**src/isr_pkg.sv**
```systemverilog
package isr_pkg;

	// ----------------------------------------
	// widths
	// ----------------------------------------
	localparam int GROUP_WIDTH = 16;
	localparam int BYTE_WIDTH = 8;
	localparam int SELECT_WIDTH = 4;

	// ----------------------------------------
	// register selectors on the command port
	// ----------------------------------------
	localparam logic [3:0] SEL_OPER_COND = 4'h0;
	localparam logic [3:0] SEL_OPER_EVENT = 4'h1;
	localparam logic [3:0] SEL_OPER_MASK = 4'h2;
	localparam logic [3:0] SEL_QUES_COND = 4'h3;
	localparam logic [3:0] SEL_QUES_EVENT = 4'h4;
	localparam logic [3:0] SEL_QUES_MASK = 4'h5;
	localparam logic [3:0] SEL_STD_EVENT = 4'h6;
	localparam logic [3:0] SEL_STD_MASK = 4'h7;
	localparam logic [3:0] SEL_STATUS_BYTE = 4'h8;
	localparam logic [3:0] SEL_SRQ_MASK = 4'h9;

	// ----------------------------------------
	// operation group bits
	// ----------------------------------------
	localparam int OPER_CAL_BIT = 0;
	localparam int OPER_WAVEFORM_BIT = 3;
	localparam int OPER_ACQ_BIT = 4;

	// ----------------------------------------
	// questionable group bits
	// ----------------------------------------
	localparam int QUES_LEVEL_BIT = 0;
	localparam int QUES_OVERCURRENT_BIT = 1;
	localparam int QUES_OVERHEAT_BIT = 3;
	localparam int QUES_SHUTDOWN_BIT = 9;
	localparam int QUES_RMS_LIMIT_BIT = 12;

	// ----------------------------------------
	// standard event bits
	// ----------------------------------------
	localparam int STD_OPC_BIT = 0;
	localparam int STD_QUERY_ERR_BIT = 2;
	localparam int STD_DEVICE_ERR_BIT = 3;
	localparam int STD_EXEC_ERR_BIT = 4;
	localparam int STD_CMD_ERR_BIT = 5;
	localparam int STD_POWER_ON_BIT = 7;
	localparam logic [7:0] STD_EVENT_RESET = 8'h80;

	// ----------------------------------------
	// status byte bits
	// ----------------------------------------
	localparam int STB_QUES_BIT = 3;
	localparam int STB_MAV_BIT = 4;
	localparam int STB_ESB_BIT = 5;
	localparam int STB_MSS_BIT = 6;
	localparam int STB_OPER_BIT = 7;

	localparam logic [15:0] ZERO_WORD = 16'h0000;
	localparam logic [7:0] ZERO_BYTE = 8'h00;

endpackage

```
**src/isr_event_group.sv**
```systemverilog
`timescale 1ns/100ps
module isr_event_group #(
	parameter int WIDTH = 16,
	parameter logic [WIDTH-1:0] EVENT_RESET = '0
) (
	input wire logic mclk,
	input wire logic reset,
	input wire logic [WIDTH-1:0] conditionIn,
	input wire logic clearRead,
	input wire logic maskWrite,
	input wire logic [WIDTH-1:0] maskData,
	output logic [WIDTH-1:0] condition,
	output logic [WIDTH-1:0] eventLatch,
	output logic [WIDTH-1:0] eventMask,
	output logic summary
);

	typedef struct packed {
		logic [WIDTH-1:0] condition;
		logic [WIDTH-1:0] eventLatch;
		logic [WIDTH-1:0] eventMask;
		logic summary;
	} isr_group_type;

	isr_group_type state;
	isr_group_type next_state;

	always_comb
	begin
		next_state = state;
		next_state.condition = conditionIn;
		next_state.eventLatch = (clearRead ? '0 : state.eventLatch) | conditionIn;
		if (maskWrite)
		begin
			next_state.eventMask = maskData;
		end
		// summary registered on the same edge as latch and mask
		next_state.summary = |(next_state.eventLatch & next_state.eventMask);
	end

	always_ff @(posedge mclk)
	begin
		if (reset)
		begin
			state <= '{condition: '0, eventLatch: EVENT_RESET, eventMask: '0, summary: 1'b0};
		end
		else
		begin
			state <= next_state;
		end
	end

	assign condition = state.condition;
	assign eventLatch = state.eventLatch;
	assign eventMask = state.eventMask;
	assign summary = state.summary;

endmodule

```
**src/isr_status_byte.sv**
```systemverilog
`timescale 1ns/100ps
module isr_status_byte (
	input wire logic mclk,
	input wire logic reset,
	input wire logic operSummary,
	input wire logic quesSummary,
	input wire logic standardSummary,
	input wire logic queueNotEmpty,
	input wire logic maskWrite,
	input wire logic [7:0] maskData,
	output logic [7:0] statusByte,
	output logic [7:0] serviceMask,
	output logic masterSummary
);

	typedef struct packed {
		logic [7:0] statusByte;
		logic [7:0] serviceMask;
		logic masterSummary;
	} isr_stb_type;

	isr_stb_type state;
	isr_stb_type next_state;
	logic [7:0] summaryBits;

	always_comb
	begin
		next_state = state;
		summaryBits = isr_pkg::ZERO_BYTE;
		summaryBits[isr_pkg::STB_OPER_BIT] = operSummary;
		summaryBits[isr_pkg::STB_QUES_BIT] = quesSummary;
		summaryBits[isr_pkg::STB_ESB_BIT] = standardSummary;
		summaryBits[isr_pkg::STB_MAV_BIT] = queueNotEmpty;
		if (maskWrite)
		begin
			next_state.serviceMask = maskData;
		end
		next_state.masterSummary = |(summaryBits & next_state.serviceMask);
		next_state.statusByte = summaryBits;
		next_state.statusByte[isr_pkg::STB_MSS_BIT] = next_state.masterSummary;
	end

	always_ff @(posedge mclk)
	begin
		if (reset)
		begin
			state <= '{statusByte: isr_pkg::ZERO_BYTE, serviceMask: isr_pkg::ZERO_BYTE, masterSummary: 1'b0};
		end
		else
		begin
			state <= next_state;
		end
	end

	assign statusByte = state.statusByte;
	assign serviceMask = state.serviceMask;
	assign masterSummary = state.masterSummary;

endmodule

```
**src/isr_status_top.sv**
```systemverilog
`timescale 1ns/100ps
// How it works
// - condition registers mirror live circuits, read-only
// - event registers latch, clear on read except bits whose condition is still set
// - enable masks select events into summary
// - enabled operation events form status bit 7
// - enabled questionable events form status bit 3
// - operation bits: calibration, waveform, acquisition done
// - questionable bits: level fault, overcurrent, overheat
// - questionable: shutdown bit 9, rms 12, 14 unused
// - standard events: completion and four error kinds
// - standard event register read-only, clears on read
// - controller programs standard mask; device applies it
// - power-on sets standard bit 7
// - status byte: MAV 4, ESB 5, MSS 6
// - power-on clears all groups and masks, except standard event bit 7
// - master summary is masked OR, registered one cycle after group summaries
// - MAV set while output queue not empty
module isr_status_top (
	input wire logic mclk,
	input wire logic reset,
	input wire logic calibrationDone,
	input wire logic waveformSequenceDone,
	input wire logic acquisitionDone,
	input wire logic outputLevelFault,
	input wire logic overcurrentTrip,
	input wire logic overheatFlag,
	input wire logic remoteShutdown,
	input wire logic rmsCurrentLimit,
	input wire logic operationComplete,
	input wire logic queryError,
	input wire logic deviceError,
	input wire logic executionError,
	input wire logic commandError,
	input wire logic queueNotEmpty,
	input wire logic [3:0] regSelect,
	input wire logic regRead,
	input wire logic regWrite,
	input wire logic [15:0] writeData,
	output logic [15:0] readData,
	output logic readValid,
	output logic [7:0] statusByte,
	output logic masterSummary
);

	// ----------------------------------------
	// state
	// ----------------------------------------
	typedef struct packed {
		logic [15:0] readData;
		logic readValid;
	} isr_top_type;

	isr_top_type state;
	isr_top_type next_state;

	logic [15:0] operCondIn;
	logic [15:0] quesCondIn;
	logic [7:0] stdCondIn;
	logic [15:0] operCond;
	logic [15:0] operEvent;
	logic [15:0] operMask;
	logic [15:0] quesCond;
	logic [15:0] quesEvent;
	logic [15:0] quesMask;
	logic [7:0] stdEvent;
	logic [7:0] stdMask;
	logic [7:0] serviceMask;
	logic operSummary;
	logic quesSummary;
	logic stdSummary;
	logic isRead;
	logic isWrite;

	// ----------------------------------------
	// condition wiring
	// ----------------------------------------
	always_comb
	begin
		operCondIn = isr_pkg::ZERO_WORD;
		operCondIn[isr_pkg::OPER_CAL_BIT] = calibrationDone;
		operCondIn[isr_pkg::OPER_WAVEFORM_BIT] = waveformSequenceDone;
		operCondIn[isr_pkg::OPER_ACQ_BIT] = acquisitionDone;
		quesCondIn = isr_pkg::ZERO_WORD;
		quesCondIn[isr_pkg::QUES_LEVEL_BIT] = outputLevelFault;
		quesCondIn[isr_pkg::QUES_OVERCURRENT_BIT] = overcurrentTrip;
		quesCondIn[isr_pkg::QUES_OVERHEAT_BIT] = overheatFlag;
		// shutdown and rms limit; bit 14 stays zero
		quesCondIn[isr_pkg::QUES_SHUTDOWN_BIT] = remoteShutdown;
		quesCondIn[isr_pkg::QUES_RMS_LIMIT_BIT] = rmsCurrentLimit;
		stdCondIn = isr_pkg::ZERO_BYTE;
		stdCondIn[isr_pkg::STD_OPC_BIT] = operationComplete;
		stdCondIn[isr_pkg::STD_QUERY_ERR_BIT] = queryError;
		stdCondIn[isr_pkg::STD_DEVICE_ERR_BIT] = deviceError;
		stdCondIn[isr_pkg::STD_EXEC_ERR_BIT] = executionError;
		stdCondIn[isr_pkg::STD_CMD_ERR_BIT] = commandError;
	end

	// read wins if both strobes arrive together
	assign isRead = regRead;
	assign isWrite = regWrite & ~regRead;

	// ----------------------------------------
	// groups
	// ----------------------------------------
	isr_event_group #(.WIDTH(isr_pkg::GROUP_WIDTH), .EVENT_RESET(isr_pkg::ZERO_WORD)) operGroup (
		.mclk(mclk),
		.reset(reset),
		.conditionIn(operCondIn),
		.clearRead(isRead && regSelect == isr_pkg::SEL_OPER_EVENT),
		.maskWrite(isWrite && regSelect == isr_pkg::SEL_OPER_MASK),
		.maskData(writeData),
		.condition(operCond),
		.eventLatch(operEvent),
		.eventMask(operMask),
		.summary(operSummary)
	);

	isr_event_group #(.WIDTH(isr_pkg::GROUP_WIDTH), .EVENT_RESET(isr_pkg::ZERO_WORD)) quesGroup (
		.mclk(mclk),
		.reset(reset),
		.conditionIn(quesCondIn),
		.clearRead(isRead && regSelect == isr_pkg::SEL_QUES_EVENT),
		.maskWrite(isWrite && regSelect == isr_pkg::SEL_QUES_MASK),
		.maskData(writeData),
		.condition(quesCond),
		.eventLatch(quesEvent),
		.eventMask(quesMask),
		.summary(quesSummary)
	);

	// power-on bit set out of reset
	isr_event_group #(.WIDTH(isr_pkg::BYTE_WIDTH), .EVENT_RESET(isr_pkg::STD_EVENT_RESET)) stdGroup (
		.mclk(mclk),
		.reset(reset),
		.conditionIn(stdCondIn),
		.clearRead(isRead && regSelect == isr_pkg::SEL_STD_EVENT),
		.maskWrite(isWrite && regSelect == isr_pkg::SEL_STD_MASK),
		.maskData(writeData[7:0]),
		.condition(),
		.eventLatch(stdEvent),
		.eventMask(stdMask),
		.summary(stdSummary)
	);

	isr_status_byte statusUnit (
		.mclk(mclk),
		.reset(reset),
		.operSummary(operSummary),
		.quesSummary(quesSummary),
		.standardSummary(stdSummary),
		.queueNotEmpty(queueNotEmpty),
		.maskWrite(isWrite && regSelect == isr_pkg::SEL_SRQ_MASK),
		.maskData(writeData[7:0]),
		.statusByte(statusByte),
		.serviceMask(serviceMask),
		.masterSummary(masterSummary)
	);

	// ----------------------------------------
	// read port
	// ----------------------------------------
	always_comb
	begin
		next_state.readValid = isRead;
		next_state.readData = state.readData;
		if (isRead)
		begin
			unique case (regSelect)
				isr_pkg::SEL_OPER_COND: next_state.readData = operCond;
				isr_pkg::SEL_OPER_EVENT: next_state.readData = operEvent;
				isr_pkg::SEL_OPER_MASK: next_state.readData = operMask;
				isr_pkg::SEL_QUES_COND: next_state.readData = quesCond;
				isr_pkg::SEL_QUES_EVENT: next_state.readData = quesEvent;
				isr_pkg::SEL_QUES_MASK: next_state.readData = quesMask;
				isr_pkg::SEL_STD_EVENT: next_state.readData = {isr_pkg::ZERO_BYTE, stdEvent};
				isr_pkg::SEL_STD_MASK: next_state.readData = {isr_pkg::ZERO_BYTE, stdMask};
				isr_pkg::SEL_STATUS_BYTE: next_state.readData = {isr_pkg::ZERO_BYTE, statusByte};
				isr_pkg::SEL_SRQ_MASK: next_state.readData = {isr_pkg::ZERO_BYTE, serviceMask};
				// unmapped selectors read zero
				default: next_state.readData = isr_pkg::ZERO_WORD;
			endcase
		end
	end

	always_ff @(posedge mclk)
	begin
		if (reset)
		begin
			state <= '{readData: isr_pkg::ZERO_WORD, readValid: 1'b0};
		end
		else
		begin
			state <= next_state;
		end
	end

	assign readData = state.readData;
	assign readValid = state.readValid;

endmodule

```
**config.mk**
```make
export PLATFORM = sky130hd
export DESIGN_NAME = isr_status_top
export DESIGN_NICKNAME = d
export VERILOG_FILES = /design/src/isr_pkg.sv /design/src/isr_event_group.sv /design/src/isr_status_byte.sv /design/src/isr_status_top.sv
export SDC_FILE = /design/constraint.sdc
export NUM_CORES = 1
export LEC_CHECK = 0
export BUFFER_PORTS_ARGS = -buffer_cell sky130_fd_sc_hd__buf_2
export CAP_MARGIN = 30
export CORE_ASPECT_RATIO = 1.75
export CORE_UTILIZATION = 50
export CTS_CLUSTER_DIAMETER = 50
export CTS_CLUSTER_SIZE = 40
export DETAILED_ROUTE_END_ITERATION = 10
export PLACE_DENSITY = 0.75
export SLEW_MARGIN = 20
export SYNTH_ARGS = -nofsm -noshare
export SYNTH_HDL_FRONTEND = slang
export SYNTH_SLANG_ARGS = --single-unit
```
**constraint.sdc**
```tcl
create_clock -name mclk -period 2.6 [get_ports mclk]
set_input_delay 0.13 -clock mclk [delete_from_list [all_inputs] [get_ports mclk]]
set_output_delay 0.13 -clock mclk [all_outputs]
set_load 0.05 [all_outputs]
```
# == After elaboration in Yosys (flattened, before gate mapping) ==
# Index checks and enable logic that the tools add are counted.
# op_classes
eq_ne,9
mux,8
bitwise_logic,9
n_reduce_logical,12
# ops
cell,n
16-bit one-hot mux with 10 select lines,1
16-bit 2-to-1 mux,4
16-bit AND,2
16-bit OR reduction,2
8-bit 2-to-1 mux,3
8-bit AND,2
"4-bit by 3-bit equality test with 1-bit output, second input constant",4
16-bit by 13-bit bitwise OR with 16-bit output,1
16-bit by 5-bit bitwise OR with 16-bit output,1
8-bit OR reduction,2
"4-bit by 2-bit equality test with 1-bit output, second input constant",2
"4-bit equality test, second input constant",2
8-bit by 6-bit bitwise OR with 8-bit output,1
1-bit logical AND,7
"4-bit by 1-bit equality test with 1-bit output, second input constant",1
4-bit logical NOT,1
1-bit AND,1
1-bit NOT,1
# word_totals
ff_bits,149
out_inout_bits,26
word_cells,57

# == Logic depth before layout (Yosys ltp) ==
# logic_depth
ltp_word,6
depth_mapped,9
depth_no_buf,6

# == Cells and area by module ==
# Synthesis repeated with hierarchy kept, for this count alone.
# hier_totals
cells_unflattened,655
area_unflattened_um2,6292.3
# modules_own_cells
mod,instances,cells_each,area_each_um2
isr_event_group at operGroup ...,2,149,1574.0
isr_status_top,1,235,1879.3
isr_event_group at stdGroup,1,75,793.3
isr_status_byte,1,47,471.7

# == Worst setup path after synthesis ==
# No wires, ideal clock.
# synth_path
path_kind,input port to flip-flop
startpoint,in regSelect[2]
endpoint,reg quesGroup.state (netlist bit quesGroup.summary)
arrival_ns,1.711
t_required_ns,2.468
path_slack_ns,0.757
cell_stages,9
cell_sequence,buf_4 or3b_1 buf_6 nor2_8 buf_12 mux2i_1 o22ai_1 nor4_1 a21oi_1
# synth_between
elab_chain_cells,6
elab_cells_between_ends,9
classes_between,eq/ne (2); mux (2); bitwise (2); reduce/logical (3)
# synth_rtl
item,line_no,text
"start, declared",isr_status_top.sv:36,"input wire logic [3:0] regSelect,"
4-bit by 3-bit equality test with 1-bit output,isr_status_top.sv:123,".clearRead(isRead && regSelect == isr_pkg::SEL_QUES_EVENT),"
1-bit logical AND,isr_status_top.sv:123,
16-bit 2-to-1 mux,isr_event_group.sv:32,next_state.eventLatch = (clearRead ? '0 : state.eventLatch) | conditionIn;
16-bit by 13-bit bitwise OR with 16-bit output,isr_event_group.sv:32,
16-bit AND (*),isr_event_group.sv:38,next_state.summary = |(next_state.eventLatch & next_state.eventMask);
16-bit OR reduction (*),isr_event_group.sv:38,
"end signal, assigned",isr_event_group.sv:45,"state <= '{condition: '0, eventLatch: EVENT_RESET, eventMask: '0, summary: 1'b0};"
"end signal, assigned",isr_event_group.sv:49,state <= next_state;
"end, declared",isr_event_group.sv:25,isr_group_type state;
# Every way passes the cells marked *; elsewhere a longest branch is shown, timed or not.
# A chain may end at the register's enable or synchronous reset.

# == Final worst setup path ==
# Ends and elaborated chain as after synthesis.

==> results.yml <==
run_status:
  status: "complete, no violations"
synth:
  synth_edf_count: 0
  synthArstFlopShare_pct: 0
  ys_seq_elements: 121
  yosysWarnings: 0
  seq_area_frac_synth_pct: 46.7
  ys.flop_type: "dfxtp_1"
  syn_area_sq_um: 5190
  postSynthCellCount: 555
  synth.distinct_cells: 46
  avgSynthCellArea_sq_um: 9.36
placement:
  gp_congestion: 0.952
  dpl_cell_area_sq_um: 5520
  place_hpwl_mm: 10.9
  port-buffer-count: 60
drt:
  drc: 0
  drt_wl_total_mm: 14.9
  drt_iter0_drc: 368
  vias_per_cell: 5.71
  avgRoutedWirePerCell_um: 19.7
  dr.pass1.iters: 5
  ant_nets: 0
  vias: 4334
global_route:
  antenna_found_initial: 0
  grt_pass1_wl_mm: 22.7
  grt_use_total_pct: 29.2
  grt_pass1_vias: 4328
  grt_start_max_net_pins: 35
  overflow: 0
min_path:
  hp-start: "writeData[12]"
  min_path_type: "in -> reg"
  worstHoldPathCells: 3
  min_to: "operGroup.eventMask[12]"
critical_path:
  r2r-end: "readData[3]"
  path_class: "in -> reg"
  worst_setup_path_end_kind: "flip-flop"
  slowest_delay_ns: 0.51
  cp_data_arrival_time_ns: 2.16
  crit_path_start_kind: "primary input"
  required_ns: 2.89
  startpoint: "regSelect[2]"
  cpMaxStageDelayCell: "or3b_1"
  crit_path_max_fanout: 17
  reg2reg_slack_ns: 1.00
  r2r_cells: 6
  r2r_start: "quesGroup.eventLatch[3]"
  crit_chain: "buf_2 -> or3b_1 -> or2_1 -> a21oi_2 -> o22ai_1 -> nor4_1 -> a21oi_1"
timing:
  relSlewSlack_pct: 47.1
  setup_viol_count_final: 0
  worst_pin_slew_ns: 0.792
  fin_crit_sh_pct: 71.8
  fmax_ghz: 0.536
  period_needed_ns: 1.87
  hold_violations: 0
  grt_setup_unrepaired: "no"
  slew_viol_final: 0
  fin_tns_setup_ns: 0
  clock_skew_ns: 0.00968
power_and_ir_drop:
  power.total_mw: 4.62
  powerDensity_nw_per_um2: 736
  ir_drop_v: 0.000541
  p_leak_nw: 2.62
layout:
  syn_to_final_growth_pct: 20.9
  fillerInstances: 884
  drive_gt1_share_pct: 20.2
  finalInstanceArea_sq_um: 6280
  antenna_cells: 0
  fin_util_pct: 63.0
  nNetsFinal: 659
flow_run:
  drv_cap: 0
die:
  num_io_pins: 64
  fp.dieH_um: 137
  core_sq_um: 9970
  fp.dieW_um: 79.0
  rows: 48
  start_util_pct: 52.1
  die_area_sq_um: 10800
clock_network:
  cts_setup_buffers: 0
  cts_buffer_depth: 2
  clock_sinks: 121
  h-tree-depth: 4
  cts.clk_slew.worst_paths_ns: 0.05
  clock_latency_ns: 0.42
  root_buffer: "clkbuf_16"
  cts_made_buffers: 17
  cts_tree: "done"
## metal layers
metal  wire length, um  global-route usage (%)
met1              5540                    29.6
met5                 0                       0
met4              1200                    24.0
met2              7490                    49.9
met3               700                    7.07
## state kept, by name (all words and copies together), names as in the netlist, 3 cells and up
register / cells
stdGroup.eventLatch: 8
quesGroup.eventLatch: 16
operGroup.eventLatch: 16
readData: 16
statusUnit.statusByte: 5
operGroup.eventMask: 16
quesGroup.eventMask: 16
quesGroup.condition: 5
statusUnit.serviceMask: 8
stdGroup.eventMask: 8
operGroup.condition: 3
## kinds of logic (layout without fill, tap and decap cells)
logic type             after synthesis  count (layout)  synth area share, %
AOI/OAI and AO/OA                  107             107                 12.8
muxes                               78              78                 15.8
buffers and inverters               49             126                 5.18
other                                1               3               0.0722
and+or+nand+nor                    199             199                 19.4
DFF                                121             121                 46.7
## placed cells by master, fill, tap and decap left out, drive strengths merged, types with 10 or more instances in the layout
cell type | netlist | final
dfxtp | 121 | 121
nor2 | 76 | 76
buf | 22 | 76
mux2i | 63 | 63
nor2b | 37 | 37
a21oi | 34 | 34
nand2 | 31 | 31
o22ai | 30 | 30
and2 | 26 | 26
a22oi | 20 | 20
clkbuf | 23 | 20
dlygate4sd3 | 0 | 14
mux2 | 13 | 13
o21ai | 10 | 10
## stage by stage
stage          instances  setup slack [ns]  hold slack (ns)
6_report             759             0.733           0.0155
5_1_grt              759             0.551           0.0395
3_3_place_gp         713             0.371            0.352
3_5_place_dp         713             0.324            0.355
2_1_floorplan        557             0.757            0.246
4_1_cts              759             0.750           0.0136
## report_power, final
group          internal [mW]  total (mW)  switching [mW]
Combinational          0.111       0.306           0.195
Clock                   1.57        2.41           0.832
Sequential              1.89        1.91          0.0198
Total                   3.57        4.62            1.05
## worst max-delay path by stage
stage                        end
3_5_place_dp   quesGroup.summary
2_1_floorplan  quesGroup.summary
5_1_grt        quesGroup.summary
4_1_cts        quesGroup.summary
3_3_place_gp   quesGroup.summary
6_report       quesGroup.summary
## what timing repair did
item	CTS	global route
setup endpoints to repair	0	0
hold buffers	14	0
gates resized for setup	0	0
endpoints found under the hold margin	22	0
## cell type report
type	count	area [sq um]	share of cell area, %
Clock buffer	20	467	7.43
Clock inverter	12	148	2.35
Inverter	4	15.0	0.239
Multi-Input combinational cell	387	2510	40.0
Sequential cell	121	2420	38.6
Tap cell	125	156	2.49
Timing Repair Buffer	90	561	8.93
## worst max-delay path: cells and delay by family
family          cells  cell delay [ns]
compound gates      3             0.45
buf+inv             1             0.27
simple gates        3             1.30
## cell usage after synthesis, types with 2 or more instances
cell type,number,share of area [%]
a31oi_1,2,0.24
nor2b_1,37,4.5
clkbuf_1,23,1.7
nor3b_1,3,0.43
buf_1,3,0.22
a21oi_1,33,3.2
and3b_1,2,0.34
o22ai_1,30,3.6
dfxtp_1,121,47
a2bb2oi_1,2,0.34
buf_2,7,0.67
nor2_1,75,5.4
o21ai_0,10,0.96
o32ai_1,2,0.34
mux4_2,2,0.87
a22oi_1,20,2.9
nor4_1,4,0.48
and2_1,25,3.0
mux2i_1,63,12
nor3_1,3,0.29
nand3_1,3,0.29
buf_4,6,0.87
inv_1,4,0.29
mux2_2,13,2.8
buf_6,5,1.1
nand2_1,30,2.2
nand2b_1,8,0.96
(Power assumes the default switching activity.)
